--- src/rtl/pfi_pkg.sv ---
// Purpose: Shared constants and types for the pseudo fault injection control
// Assumes: 64-bit system register access port, one access per cycle
// Notes: Bit positions follow the control register layout
package pfi_pkg;
  localparam int unsigned REG_W = 64;
  localparam int unsigned CNT_W = 32;
  localparam int unsigned NUM_REC = 2;
  localparam int unsigned SEL_W = 1;
  localparam int unsigned CTL_EN_BIT = 31;
  localparam int unsigned CTL_AUTO_BIT = 30;
  localparam int unsigned CTL_RES1_BIT = 12;
  localparam int unsigned CTL_POISON_BIT = 10;
  localparam int unsigned CTL_CRIT_BIT = 8;
  localparam int unsigned CTL_CE_HI = 7;
  localparam int unsigned CTL_CE_LO = 6;
  localparam int unsigned CTL_DEFER_BIT = 5;
  localparam int unsigned CTL_UNCONT_BIT = 1;
  localparam int unsigned CTL_OVF_BIT = 0;
  localparam logic [REG_W-1:0] CTL_RESET = 64'h0000_0000_0000_1000;
  localparam logic [1:0] CE_OFF = 2'h0;
  localparam logic [1:0] CE_NONSPEC = 2'h1;
  localparam logic [1:0] CE_CODE_NONSPEC = 2'h2;
  localparam logic [1:0] REG_CTL = 2'h0;
  localparam logic [1:0] REG_RELOAD = 2'h1;

  typedef enum logic [1:0] {
    CNT_IDLE = 2'b00,
    CNT_RUN = 2'b01
  } pfi_cnt_state_t;

  typedef struct packed {
    logic       en;
    logic       auto_reload;
    logic       poison;
    logic       critical;
    logic [1:0] ce_sel;
    logic       defer_en;
    logic       uncont_en;
    logic       ovf;
  } pfi_ctl_t;

  typedef struct packed {
    logic       valid;
    logic [SEL_W-1:0] rec;
    logic [1:0] ce_code;
    logic       defer;
    logic       uncont;
    logic       poison;
    logic       critical;
    logic       ovf;
  } pfi_inject_t;
endpackage

--- src/rtl/pfi_ctrl.sv ---
// Purpose: Per-record countdown counter that injects pseudo faults
// Assumes: Register access strobes come from logic on ref_clk_i
`timescale 1ns/1ns
`default_nettype none
module pfi_ctrl (
  input wire logic ref_clk_i,
  input wire logic rst_b_i,
  input wire logic warm_rst_b_i,
  input wire logic [pfi_pkg::SEL_W-1:0] rec_sel_i,
  input wire logic reg_wr_i,
  input wire logic reg_rd_i,
  input wire logic [1:0] reg_idx_i,
  input wire logic [pfi_pkg::REG_W-1:0] reg_wdata_i,
  output logic [pfi_pkg::REG_W-1:0] reg_rdata_o,
  output logic reg_rvalid_o,
  output pfi_pkg::pfi_inject_t inject_o
);
  pfi_pkg::pfi_ctl_t ctl_r [pfi_pkg::NUM_REC];
  pfi_pkg::pfi_ctl_t ctl_nxt [pfi_pkg::NUM_REC];
  logic [pfi_pkg::CNT_W-1:0] reload_r [pfi_pkg::NUM_REC];
  logic [pfi_pkg::CNT_W-1:0] reload_nxt [pfi_pkg::NUM_REC];
  logic [pfi_pkg::CNT_W-1:0] cnt_r [pfi_pkg::NUM_REC];
  logic [pfi_pkg::CNT_W-1:0] cnt_nxt [pfi_pkg::NUM_REC];
  pfi_pkg::pfi_cnt_state_t st_r [pfi_pkg::NUM_REC];
  pfi_pkg::pfi_cnt_state_t st_nxt [pfi_pkg::NUM_REC];
  logic [pfi_pkg::REG_W-1:0] rdata_r, rdata_nxt;
  logic rvalid_r, rvalid_nxt;
  pfi_pkg::pfi_inject_t inj_r, inj_nxt;

  function automatic logic [pfi_pkg::REG_W-1:0] pack_ctl(input pfi_pkg::pfi_ctl_t c);
    logic [pfi_pkg::REG_W-1:0] v;
    v = pfi_pkg::CTL_RESET;
    v[pfi_pkg::CTL_EN_BIT] = c.en;
    v[pfi_pkg::CTL_AUTO_BIT] = c.auto_reload;
    v[pfi_pkg::CTL_POISON_BIT] = c.poison;
    v[pfi_pkg::CTL_CRIT_BIT] = c.critical;
    v[pfi_pkg::CTL_CE_HI:pfi_pkg::CTL_CE_LO] = c.ce_sel;
    v[pfi_pkg::CTL_DEFER_BIT] = c.defer_en;
    v[pfi_pkg::CTL_UNCONT_BIT] = c.uncont_en;
    v[pfi_pkg::CTL_OVF_BIT] = c.ovf;
    return v;
  endfunction

  function automatic pfi_pkg::pfi_ctl_t unpack_ctl(input logic [pfi_pkg::REG_W-1:0] w);
    pfi_pkg::pfi_ctl_t c;
    c.en = w[pfi_pkg::CTL_EN_BIT];
    c.auto_reload = w[pfi_pkg::CTL_AUTO_BIT];
    c.poison = w[pfi_pkg::CTL_POISON_BIT];
    c.critical = w[pfi_pkg::CTL_CRIT_BIT];
    c.ce_sel = w[pfi_pkg::CTL_CE_HI:pfi_pkg::CTL_CE_LO];
    c.defer_en = w[pfi_pkg::CTL_DEFER_BIT];
    c.uncont_en = w[pfi_pkg::CTL_UNCONT_BIT];
    c.ovf = w[pfi_pkg::CTL_OVF_BIT];
    return c;
  endfunction

  // Register writes, counter and injection
  always_comb begin
    logic wr_ctl;
    logic wr_reload;
    logic fire;
    wr_ctl = 1'b0;
    wr_reload = 1'b0;
    fire = 1'b0;
    inj_nxt = '0;
    for (int i = 0; i < pfi_pkg::NUM_REC; i++) begin
      wr_ctl = reg_wr_i && (reg_idx_i == pfi_pkg::REG_CTL) &&
               (rec_sel_i == i[pfi_pkg::SEL_W-1:0]);
      wr_reload = reg_wr_i && (reg_idx_i == pfi_pkg::REG_RELOAD) &&
                  (rec_sel_i == i[pfi_pkg::SEL_W-1:0]);
      ctl_nxt[i] = wr_ctl ? unpack_ctl(reg_wdata_i) : ctl_r[i];
      reload_nxt[i] = wr_reload ? reg_wdata_i[pfi_pkg::CNT_W-1:0] : reload_r[i];
      cnt_nxt[i] = cnt_r[i];
      st_nxt[i] = st_r[i];
      fire = 1'b0;
      case (st_r[i])
        pfi_pkg::CNT_IDLE: begin
        end
        pfi_pkg::CNT_RUN: begin
          if (cnt_r[i] > 32'h0000_0001) begin
            cnt_nxt[i] = cnt_r[i] - 32'h0000_0001;
          end else begin
            fire = 1'b1;
            if (ctl_r[i].auto_reload) begin
              cnt_nxt[i] = reload_r[i];
            end else begin
              cnt_nxt[i] = '0;
              st_nxt[i] = pfi_pkg::CNT_IDLE;
            end
          end
        end
        default: st_nxt[i] = pfi_pkg::CNT_IDLE;
      endcase
      if (!ctl_r[i].en) begin
        fire = 1'b0;
        st_nxt[i] = pfi_pkg::CNT_IDLE;
      end
      if (wr_ctl && reg_wdata_i[pfi_pkg::CTL_EN_BIT]) begin
        cnt_nxt[i] = reload_r[i];
        st_nxt[i] = pfi_pkg::CNT_RUN;
      end else if (wr_ctl) begin
        st_nxt[i] = pfi_pkg::CNT_IDLE;
      end
      if (fire && !inj_nxt.valid) begin
        inj_nxt.valid = (ctl_r[i].ce_sel == pfi_pkg::CE_NONSPEC) ||
                        ctl_r[i].defer_en || ctl_r[i].uncont_en;
        inj_nxt.rec = i[pfi_pkg::SEL_W-1:0];
        inj_nxt.ce_code = (ctl_r[i].ce_sel == pfi_pkg::CE_NONSPEC) ?
                          pfi_pkg::CE_CODE_NONSPEC : 2'h0;
        inj_nxt.defer = ctl_r[i].defer_en;
        inj_nxt.uncont = ctl_r[i].uncont_en;
        inj_nxt.poison = ctl_r[i].poison;
        inj_nxt.critical = ctl_r[i].critical;
        inj_nxt.ovf = ctl_r[i].ovf;
      end
    end
  end

  // Read path: counter itself is never returned
  always_comb begin
    rvalid_nxt = reg_rd_i;
    rdata_nxt = '0;
    if (reg_rd_i) begin
      case (reg_idx_i)
        pfi_pkg::REG_CTL: rdata_nxt = pack_ctl(ctl_r[rec_sel_i]);
        pfi_pkg::REG_RELOAD: rdata_nxt = {32'h0000_0000, reload_r[rec_sel_i]};
        default: rdata_nxt = '0;
      endcase
    end
  end

  always_ff @(posedge ref_clk_i) begin
    for (int i = 0; i < pfi_pkg::NUM_REC; i++) begin
      reload_r[i] <= reload_nxt[i];
      if (!rst_b_i) begin
        ctl_r[i] <= unpack_ctl(pfi_pkg::CTL_RESET);
        cnt_r[i] <= '0;
        st_r[i] <= pfi_pkg::CNT_IDLE;
      end else if (!warm_rst_b_i) begin
        ctl_r[i] <= ctl_r[i];
        cnt_r[i] <= cnt_r[i];
        st_r[i] <= st_r[i];
      end else begin
        ctl_r[i] <= ctl_nxt[i];
        cnt_r[i] <= cnt_nxt[i];
        st_r[i] <= st_nxt[i];
      end
    end
    if (!rst_b_i || !warm_rst_b_i) begin
      rdata_r <= '0;
      rvalid_r <= 1'b0;
      inj_r <= '0;
    end else begin
      rdata_r <= rdata_nxt;
      rvalid_r <= rvalid_nxt;
      inj_r <= inj_nxt;
    end
  end

  assign reg_rdata_o = rdata_r;
  assign reg_rvalid_o = rvalid_r;
  assign inject_o = inj_r;
endmodule
`default_nettype wire

--- config.mk ---
export PLATFORM = sky130hd
export DESIGN_NAME = pfi_ctrl
export DESIGN_NICKNAME = d
export VERILOG_FILES = /design/src/rtl/pfi_pkg.sv /design/src/rtl/pfi_ctrl.sv
export SDC_FILE = /design/constraint.sdc
export NUM_CORES = 1
export LEC_CHECK = 0
export BUFFER_PORTS_ARGS = -buffer_cell sky130_fd_sc_hd__buf_2
export CORE_MARGIN = 5
export CORE_UTILIZATION = 40
export CTS_CLUSTER_SIZE = 20
export DETAILED_ROUTE_END_ITERATION = 6
export GPL_ROUTABILITY_DRIVEN = 0
export HOLD_SLACK_MARGIN = 0.1
export PLACE_DENSITY = 0.64
export SYNTH_ARGS = -nofsm -noshare
export SYNTH_HDL_FRONTEND = slang
export SYNTH_SLANG_ARGS = --single-unit
export TNS_END_PERCENT = 50
--- constraint.sdc ---
create_clock -name ref_clk_i -period 3.28 [get_ports ref_clk_i]
set_clock_uncertainty 0.1 [all_clocks]
set_input_delay 0.656 -clock ref_clk_i [delete_from_list [all_inputs] [get_ports ref_clk_i]]
set_output_delay 0.656 -clock ref_clk_i [all_outputs]
set_load 0.02 [all_outputs]
==> flow_summary.json, run 1 <==
{
  "outcome": "complete, no violations",
  "worstHoldPathCells": 1,
  "gr-total-overflow": 0,
  "drc_errors": 0,
  "cts_tree": "built",
  "synthToLayoutAreaGrowth_pct": 14.9,
  "grt_pass1_vias": 5657,
  "vias_per_cell": 5.44,
  "initial_core_util_pct": 40.7,
  "critical_path_class": "flop to flop",
  "drt_iter0_drc": 541,
  "antenna_found_initial": 2,
  "holdBufCountCts": 0,
  "ys.flop_type": "edfxtp_1",
  "final_common_cell": "edfxtp_1",
  "grt_pass1_wl_um": 31300,
  "cts_sinks": 189,
  "ys.warnings.count": 0,
  "synth_area_leaders": "edfxtp_1 (52%), dfxtp_1 (9.6%), o2bb2ai_1 (6.7%)",
  "final_cell_mix": "edfxtp_1 (148), buf_2 (80), o2bb2ai_1 (66), nor2_1 (48), dfxtp_1 (41)",
  "p_leak_nw": 3.52,
  "hp-class": "input port to flop",
  "reg2reg_depth": 6,
  "h-tree-depth": 4,
  "cts_buffers": 17,
  "die_h_um": 157,
  "fin_crit_ps": 2900,
  "worst_pin_slew_ps": 1010,
  "drive_gt1_share_pct": 20.1,
  "crit_path_end_kind": "flop",
  "rows": 53,
  "placed_area_um2": 9240,
  "synth_edf_count": 148,
  "regArea_um2": 5270,
  "fill_cells": 1867,
  "slew_violations": 0,
  "grt_busiest_layer": "met2",
  "yosys.area.top_type_share_pct": 51.8,
  "hold_end": "reload_r[0][13]",
  "syn_avg_cell_area_um2": 13.1,
  "max-cap-violations": 0,
  "maxSlewHeadroom_pct": 32.6,
  "diodes": 0,
  "async_flop_share_pct": 0,
  "via_count": 5588,
  "clockBufferDepth": 2,
  "hp-start": "reg_wdata_i[13]",
  "required_ps": 3460,
  "grtUsageMet2_pct": 28.8,
  "clk_latency_ps": 430,
  "port-buffer-count": 80,
  "cp_data_arrival_time_ps": 3070,
  "setup_viol": 0,
  "finalSetupTns_ps": 0,
  "clk_pin_slew_worst_paths_ps": 70,
  "seq_area_frac_synth_pct": 61.3,
  "wl_um": 20200,
  "grtUsageTotal_pct": 16.7,
  "crit_fanout": 32,
  "core_um2": 21100,
  "power_density_nw_per_um2": 550,
  "fin_area_um2": 9870,
  "multi_input_area_um2": 3040,
  "ys_types": 48,
  "hold_viol_final": 0,
  "ant_nets": 0,
  "die-area_um2": 24500,
  "grt_util_met3_pct": 3.04,
  "grt_setup_unrepaired": "false",
  "synth-seq-cells": 189,
  "detail_route.wl_per_cell_um": 19.6,
  "post-route-period-util_pct": 88.3,
  "cts_resized": 0,
  "r2r_end": "cnt_r[0][2]",
  "nets": 816,
  "post_cts_buffers": 0,
  "startpoint_type": "flop",
  "ir_drop_mv": 0.363,
  "first_pass_iters": 5,
  "r2r-start": "cnt_r[0][24]",
  "synth_area_leader_cell": "edfxtp_1",
  "grt_use_met1_pct": 20.9,
  "fmax_mhz": 345,
  "die_w_um": 157,
  "synth_area_um2": 8590,
  "io_pins": 146,
  "cts_root_buffer": "clkbuf_16",
  "postSynthCellCount": 655,
  "dpl.hpwl_um": 14100,
  "grt_max_degree": 33,
  "rrSetupSlack_ps": 380
}
==> kinds of logic after synthesis <==
family                   after synthesis  share of synthesized area [%]
adder cells (fa/ha/maj)                4                          0.583
AO/OA/AOI/OAI                         82                           8.16
multiplexers                          35                           5.39
AND/OR/NAND/NOR                      215                           13.8
flip-flops                           189                           61.3
other                                  1                         0.0437
XOR/XNOR                              59                           6.02
buffers and inverters                 70                           4.69
==> registers in the layout, indices dropped and copies added (netlist names) <==
signal	cells
inject_o	8
reg_rdata_o	32
cnt_r	64
reg_rvalid_o	1
st_r	2
reload_r	64
ctl_r	18
==> area by class of cell <==
type,instances,area share [%]
multi-input cells,428,30.9
inverters,4,0.152
clock buffers,22,5.03
clock inverters,10,1.27
repair buffers,100,5.83
well taps,275,3.49
flip-flops and latches,189,53.4
==> power breakdown <==
group / internal, mW / switching (mW) / leakage (nW)
logic: 0.181 / 0.280 / 1.44
clock network: 1.25 / 0.888 / 0.302
registers: 2.73 / 0.109 / 1.78
==> critical path: stages, from the launching register on <==
cell	delay, ps
edfxtp_1	450
or4_1	620
nand2b_1	280
nor4_4	590
a41o_1	320
buf_12	210
o2bb2ai_1	140
==> stage by stage <==
step,std cells,setup WS (ps),total power [mW],util (%),hold slack [ps]
3_5_place_dp,996,391,3.34,43.8,414
2_1_floorplan,687,191,3.21,-,370
5_1_grt,1028,250,5.63,46.8,285
3_3_place_gp,996,480,3.33,43.8,413
6_report,1028,383,5.43,46.8,307
4_1_cts,1028,381,5.46,46.8,285
==> metal layers <==
metal / part of all wire [%] / vias to the layer above
met5: 0.065 / -
met4: 2.1 / 2
met3: 5.8 / 31
met2: 51 / 204
li1: - / 2585
met1: 41 / 2766
==> synth_stat cells (9+ instances only) <==
cell and number:
and2_1 15, and3_1 12, buf_1 9, buf_4 33, clkbuf_1 16, dfxtp_1 41
edfxtp_1 148, mux2i_1 26, mux4_2 9, nand2_1 23, nand3_1 15, nor2_1 50
nor2b_1 13, nor3_1 14, nor4_1 26, o2bb2ai_1 66, xnor2_1 40, xor2_1 19
==> worst max path at each step <==
| stage | from | end | slack [ps] | cells after the start |
|---|---|---|---|---|
| after CTS | cnt_r[1][18] | cnt_r[1][0] | 380 | 6 |
| after global routing | cnt_r[0][24] | inject_o[1] | 250 | 5 |
| after global placement | cnt_r[0][24] | cnt_r[0][0] | 480 | 6 |
| final | cnt_r[0][24] | cnt_r[0][2] | 380 | 6 |
| after floorplan | rec_sel_i | reload_r[1][0] | 190 | 3 |
| after detailed placement | cnt_r[1][17] | cnt_r[1][30] | 390 | 6 |
(Power assumes the default switching activity.)
==> inputs of run 2 (changes only) <==
Settings changed: BUFFER_PORTS_ARGS -buffer_cell sky130_fd_sc_hd__buf_2 to -buffer_cell sky130_fd_sc_hd__buf_4.
==> run 2 against run 1 <==
Compared with the run above: sequential power about the same; count of clock-buffer cells in the layout down 2; combinational power up 3%; power about the same; non-clock buffer count up 1; routed wire length down 0.51%; register-to-register slack better by 80 ps; critical path type unchanged; largest cell class unchanged; highest routed layer is now met4.
==> flow_summary.json, run 2 (synthesized netlist as in run 1, its figures left out) <==
{
  "fin_area_um2": 10100,
  "cts_buffers": 17,
  "r2r-start": "cnt_r[1][18]",
  "grtUsageTotal_pct": 16.4,
  "crit_path_end_kind": "flop",
  "grt_util_met3_pct": 2.49,
  "grt_max_degree": 33,
  "ant_nets": 0,
  "hp-start": "reg_wdata_i[9]",
  "required_ps": 3350,
  "maxSlewHeadroom_pct": 27.9,
  "drive_gt1_share_pct": 20.2,
  "port-buffer-count": 80,
  "hold_end": "reload_r[1][9]",
  "crit_fanout": 32,
  "rows": 53,
  "r2r_end": "cnt_r[1][1]",
  "finalPower_mw": 5.43,
  "clk_pin_slew_worst_paths_ps": 70,
  "via_count": 5566,
  "worst_pin_slew_ps": 1080,
  "final_cell_mix": "edfxtp_1 (148), buf_4 (99), o2bb2ai_1 (66), nor2_1 (48), dfxtp_1 (41)",
  "post-route-period-util_pct": 85.8,
  "gr-total-overflow": 0,
  "startpoint_type": "flop",
  "grt_pass1_wl_um": 31100,
  "cts_sinks": 189,
  "finalSetupTns_ps": 0,
  "core_um2": 21100,
  "hold_slack_ps": 302,
  "antenna_found_initial": 0,
  "synthToLayoutAreaGrowth_pct": 17.1,
  "drt_iter0_drc": 444,
  "cts_root_buffer": "clkbuf_16",
  "initial_core_util_pct": 40.7,
  "slew_violations": 0,
  "wl_um": 20100,
  "vias_per_cell": 5.41,
  "reg2reg_depth": 6,
  "grt_pass1_vias": 5472,
  "p_leak_nw": 3.55,
  "io_pins": 146,
  "grt_setup_unrepaired": "false",
  "grt_use_met1_pct": 21.7,
  "grtUsageMet2_pct": 27.8,
  "grt_busiest_layer": "met2",
  "cts_tree": "built",
  "drc_errors": 0,
  "die_h_um": 157,
  "clockBufferDepth": 2,
  "outcome": "complete, no violations",
  "cp_data_arrival_time_ps": 2880,
  "detail_route.wl_per_cell_um": 19.5,
  "critical_path_class": "flop to flop",
  "diodes": 0,
  "worstHoldPathCells": 1,
  "hold_viol_final": 0,
  "fmax_mhz": 355,
  "hp-class": "input port to flop",
  "placed_cells": 997,
  "setup_viol": 0,
  "holdBufCountCts": 0,
  "max-cap-violations": 0,
  "fin_cells": 1029,
  "nets": 817,
  "cts_resized": 0,
  "placed_area_um2": 9450,
  "final_common_cell": "edfxtp_1",
  "dpl.hpwl_um": 13900,
  "ir_drop_mv": 0.397,
  "clk_latency_ps": 430,
  "fin_crit_ps": 2810,
  "rrSetupSlack_ps": 470,
  "power_density_nw_per_um2": 540,
  "die_w_um": 157,
  "post_cts_buffers": 0,
  "die-area_um2": 24500,
  "first_pass_iters": 4,
  "h-tree-depth": 4
}
-- run 2: cell types whose count changed in the layout (fill, tap and decap cells not counted), sizes merged --
cell / delta
buf: +1
bufinv: +1
clkbuf: -2
clkinv: +2
clkinvlp: -1
-- run 2: cell type report --
class / count / area (µm²)
inverter: 4 / 15.0
sequential: 189 / 5270
multi-input combinational: 428 / 3040
fill: 1832 / 11000
tap: 275 / 344
timing repair buffer: 101 / 783
clock inverter: 12 / 159
clock buffer: 20 / 447
-- run 2: per-layer routing --
metal / up-vias / wire length [µm]
met2: 203 / 10100
met5: - / 0
li1: 2590 / -
met1: 2752 / 8530
met4: 0 / 313
met3: 21 / 1080
-- run 2: how the worst max path moves through the flow --
| stage | start | depth (start not counted) | slack (ps) | end |
|---|---|---|---|---|
| 2_1_floorplan | rec_sel_i | 3 | 190 | reload_r[1][0] |
| 3_3_place_gp | cnt_r[1][17] | 6 | 500 | cnt_r[1][1] |
| 3_5_place_dp | cnt_r[1][18] | 6 | 450 | cnt_r[1][1] |
| 4_1_cts | cnt_r[1][18] | 6 | 440 | cnt_r[1][1] |
| 5_1_grt | cnt_r[0][5] | 6 | 280 | cnt_r[0][0] |
| 6_report | cnt_r[1][18] | 6 | 470 | cnt_r[1][1] |
-- run 2: critical path, stage by stage, from the launching register on --
cell and delay (ps):
edfxtp_1 400, or4_1 640, or3_1 370, nor4_1 400, or3b_2 190, buf_4 320
o2bb2ai_1 130
-- run 2: report_power, final --
part	internal [mW]	switching (mW)	leakage, nW
sequential	2.73	0.109	1.78
combinational	0.195	0.279	1.47
clock	1.23	0.889	0.299
total	4.15	1.28	3.55
-- run 2: through the flow --
stage	util [%]	setup WS [ps]
final	47.7	467
after detailed placement	44.8	453
after global routing	47.7	283
after floorplan	-	191
after CTS	47.7	440
after global placement	44.8	501
==> inputs of run 3 (changes only) <==
Settings changed: CELL_PAD_IN_SITES_DETAIL_PLACEMENT set to 0, CELL_PAD_IN_SITES_GLOBAL_PLACEMENT set to 2, CORE_UTILIZATION 40 to 35, PLACE_DENSITY 0.64 to 0.79.
==> run 3 against run 2 <==
Compared with the run above: worst hold slack improved by 5.0 ps; power fell by 0.64%; register-to-register slack got worse by 70 ps; utilization fell by 6.0 points; first-iteration DRC count fell by 28%; non-clock buffer count rose by 3; clock power fell by 2%; combinational power rose by 3%; die area rose by 13%; global-route usage fell by 0.90 points.
==> flow_summary.json, run 3 (synthesized netlist as in run 1, its figures left out) <==
{
  "antenna_found_initial": 0,
  "critical_path_class": "flop to flop",
  "detail_route.wl_per_cell_um": 19.8,
  "hp-start": "reg_wdata_i[20]",
  "synthToLayoutAreaGrowth_pct": 17.8,
  "grt_pass1_vias": 5713,
  "setup_slack_ps": 394,
  "final_util_pct": 41.7,
  "final_cell_mix": "edfxtp_1 (148), buf_4 (103), o2bb2ai_1 (66), nor2_1 (48), dfxtp_1 (41)",
  "cts_resized": 0,
  "ant_nets": 0,
  "post-route-period-util_pct": 88.0,
  "regArea_um2": 5270,
  "cts_root_buffer": "clkbuf_16",
  "drc_errors": 0,
  "port-buffer-count": 80,
  "r2r_end": "cnt_r[1][1]",
  "cp_top_family": "simple AND/OR/NAND/NOR gates",
  "max-cap-violations": 0,
  "final_common_cell": "edfxtp_1",
  "startpoint_type": "flop",
  "clockBufferDepth": 2,
  "grt_max_degree": 36,
  "ir_drop_mv": 0.292,
  "slowest_stage": "or4_4",
  "power_density_nw_per_um2": 533,
  "wl_um": 21400,
  "required_ps": 3340,
  "cts_sinks": 189,
  "die_h_um": 167,
  "nets": 820,
  "maxSlewHeadroom_pct": 46.5,
  "p_leak_nw": 3.54,
  "die_w_um": 167,
  "crit_path_end_kind": "flop",
  "multi_input_area_um2": 3040,
  "pre_cts_slack_ps": 428,
  "max_stage_delay_ps": 580,
  "worst_pin_slew_ps": 792,
  "rrSetupSlack_ps": 390,
  "initial_core_util_pct": 35.4,
  "cp_data_arrival_time_ps": 2950,
  "gr-total-overflow": 0,
  "hold_end": "reload_r[1][20]",
  "drive_gt1_share_pct": 20.5,
  "post_cts_buffers": 0,
  "hp-class": "input port to flop",
  "setup_viol": 0,
  "finalPower_mw": 5.39,
  "clk_pin_slew_worst_paths_ps": 70,
  "diodes": 0,
  "placed_area_um2": 9520,
  "dpl.hpwl_um": 14800,
  "clk_latency_ps": 430,
  "fin_area_um2": 10100,
  "fmax_mhz": 347,
  "h-tree-depth": 4,
  "cts_buffers": 17,
  "hold_slack_ps": 307,
  "crit_fanout": 32,
  "io_pins": 146,
  "reg2reg_depth": 6,
  "r2r-start": "cnt_r[1][28]",
  "die-area_um2": 27800,
  "first_pass_iters": 4,
  "worstHoldPathCells": 1,
  "fin_cells": 1081,
  "drt_iter0_drc": 319,
  "grt_pass1_wl_um": 33400,
  "crit_top_cell": "or4_4",
  "core_um2": 24200,
  "grt_setup_unrepaired": "false",
  "fin_crit_ps": 2890,
  "vias_per_cell": 5.07,
  "worst-path-buf-inv": 1,
  "finalSetupTns_ps": 0,
  "via_count": 5486,
  "crit_chain": "or4_4 -> or4_4 -> nor4_1 -> or3b_2 -> buf_4 -> o2bb2ai_1",
  "placed_cells": 1049,
  "rows": 57,
  "fill_cells": 2273,
  "cts_tree": "built",
  "holdBufCountCts": 0,
  "grtUsageTotal_pct": 15.5,
  "hold_viol_final": 0,
  "outcome": "complete, no violations",
  "slew_violations": 0
}
[run 3: cell count changes in the layout (fill, tap and decap cells not counted)]
cell        change
clkinv_4        -2
inv_6           +1
buf_12          -1
clkinvlp_4      +3
buf_4           +4
clkinv_2        -1
clkbuf_8        +1
inv_4           -1
bufinv_16       -1
[run 3: layout make-up]
class | instances | share of cell area [%]
clock buffers | 21 | 4.55
clock inverters | 11 | 1.30
inverters | 4 | 0.148
multi-input cells | 428 | 30.1
flip-flops and latches | 189 | 52.1
well taps | 324 | 4.01
repair buffers | 104 | 7.84
[run 3: where the power goes]
part | internal (mW) | switching, mW | total, mW
logic | 0.200 | 0.288 | 0.487
clock network | 1.17 | 0.898 | 2.07
registers | 2.73 | 0.108 | 2.84
[run 3: layer usage]
| metal | part of all wire [%] | wire length, µm | vias up | GRT usage (%) |
|---|---|---|---|---|
| met1 | 42 | 9010 | 2739 | 19.2 |
| li1 | - | - | 2598 | - |
| met2 | 51 | 11000 | 127 | 26.9 |
| met5 | 0 | 0 | - | 0 |
| met3 | 4.8 | 1020 | 22 | 3.46 |
| met4 | 1.8 | 375 | 0 | 5.09 |
[run 3: how the worst max path moves through the flow]
stage | depth (start not counted) | start | end | slack, ps
2_1_floorplan | 3 | rec_sel_i | reload_r[1][0] | 190
3_3_place_gp | 5 | cnt_r[1][26] | inject_o[6] | 480
3_5_place_dp | 6 | cnt_r[1][28] | cnt_r[1][1] | 430
4_1_cts | 6 | cnt_r[1][28] | cnt_r[1][1] | 380
5_1_grt | 6 | cnt_r[1][28] | cnt_r[1][26] | 290
6_report | 6 | cnt_r[1][28] | cnt_r[1][1] | 390
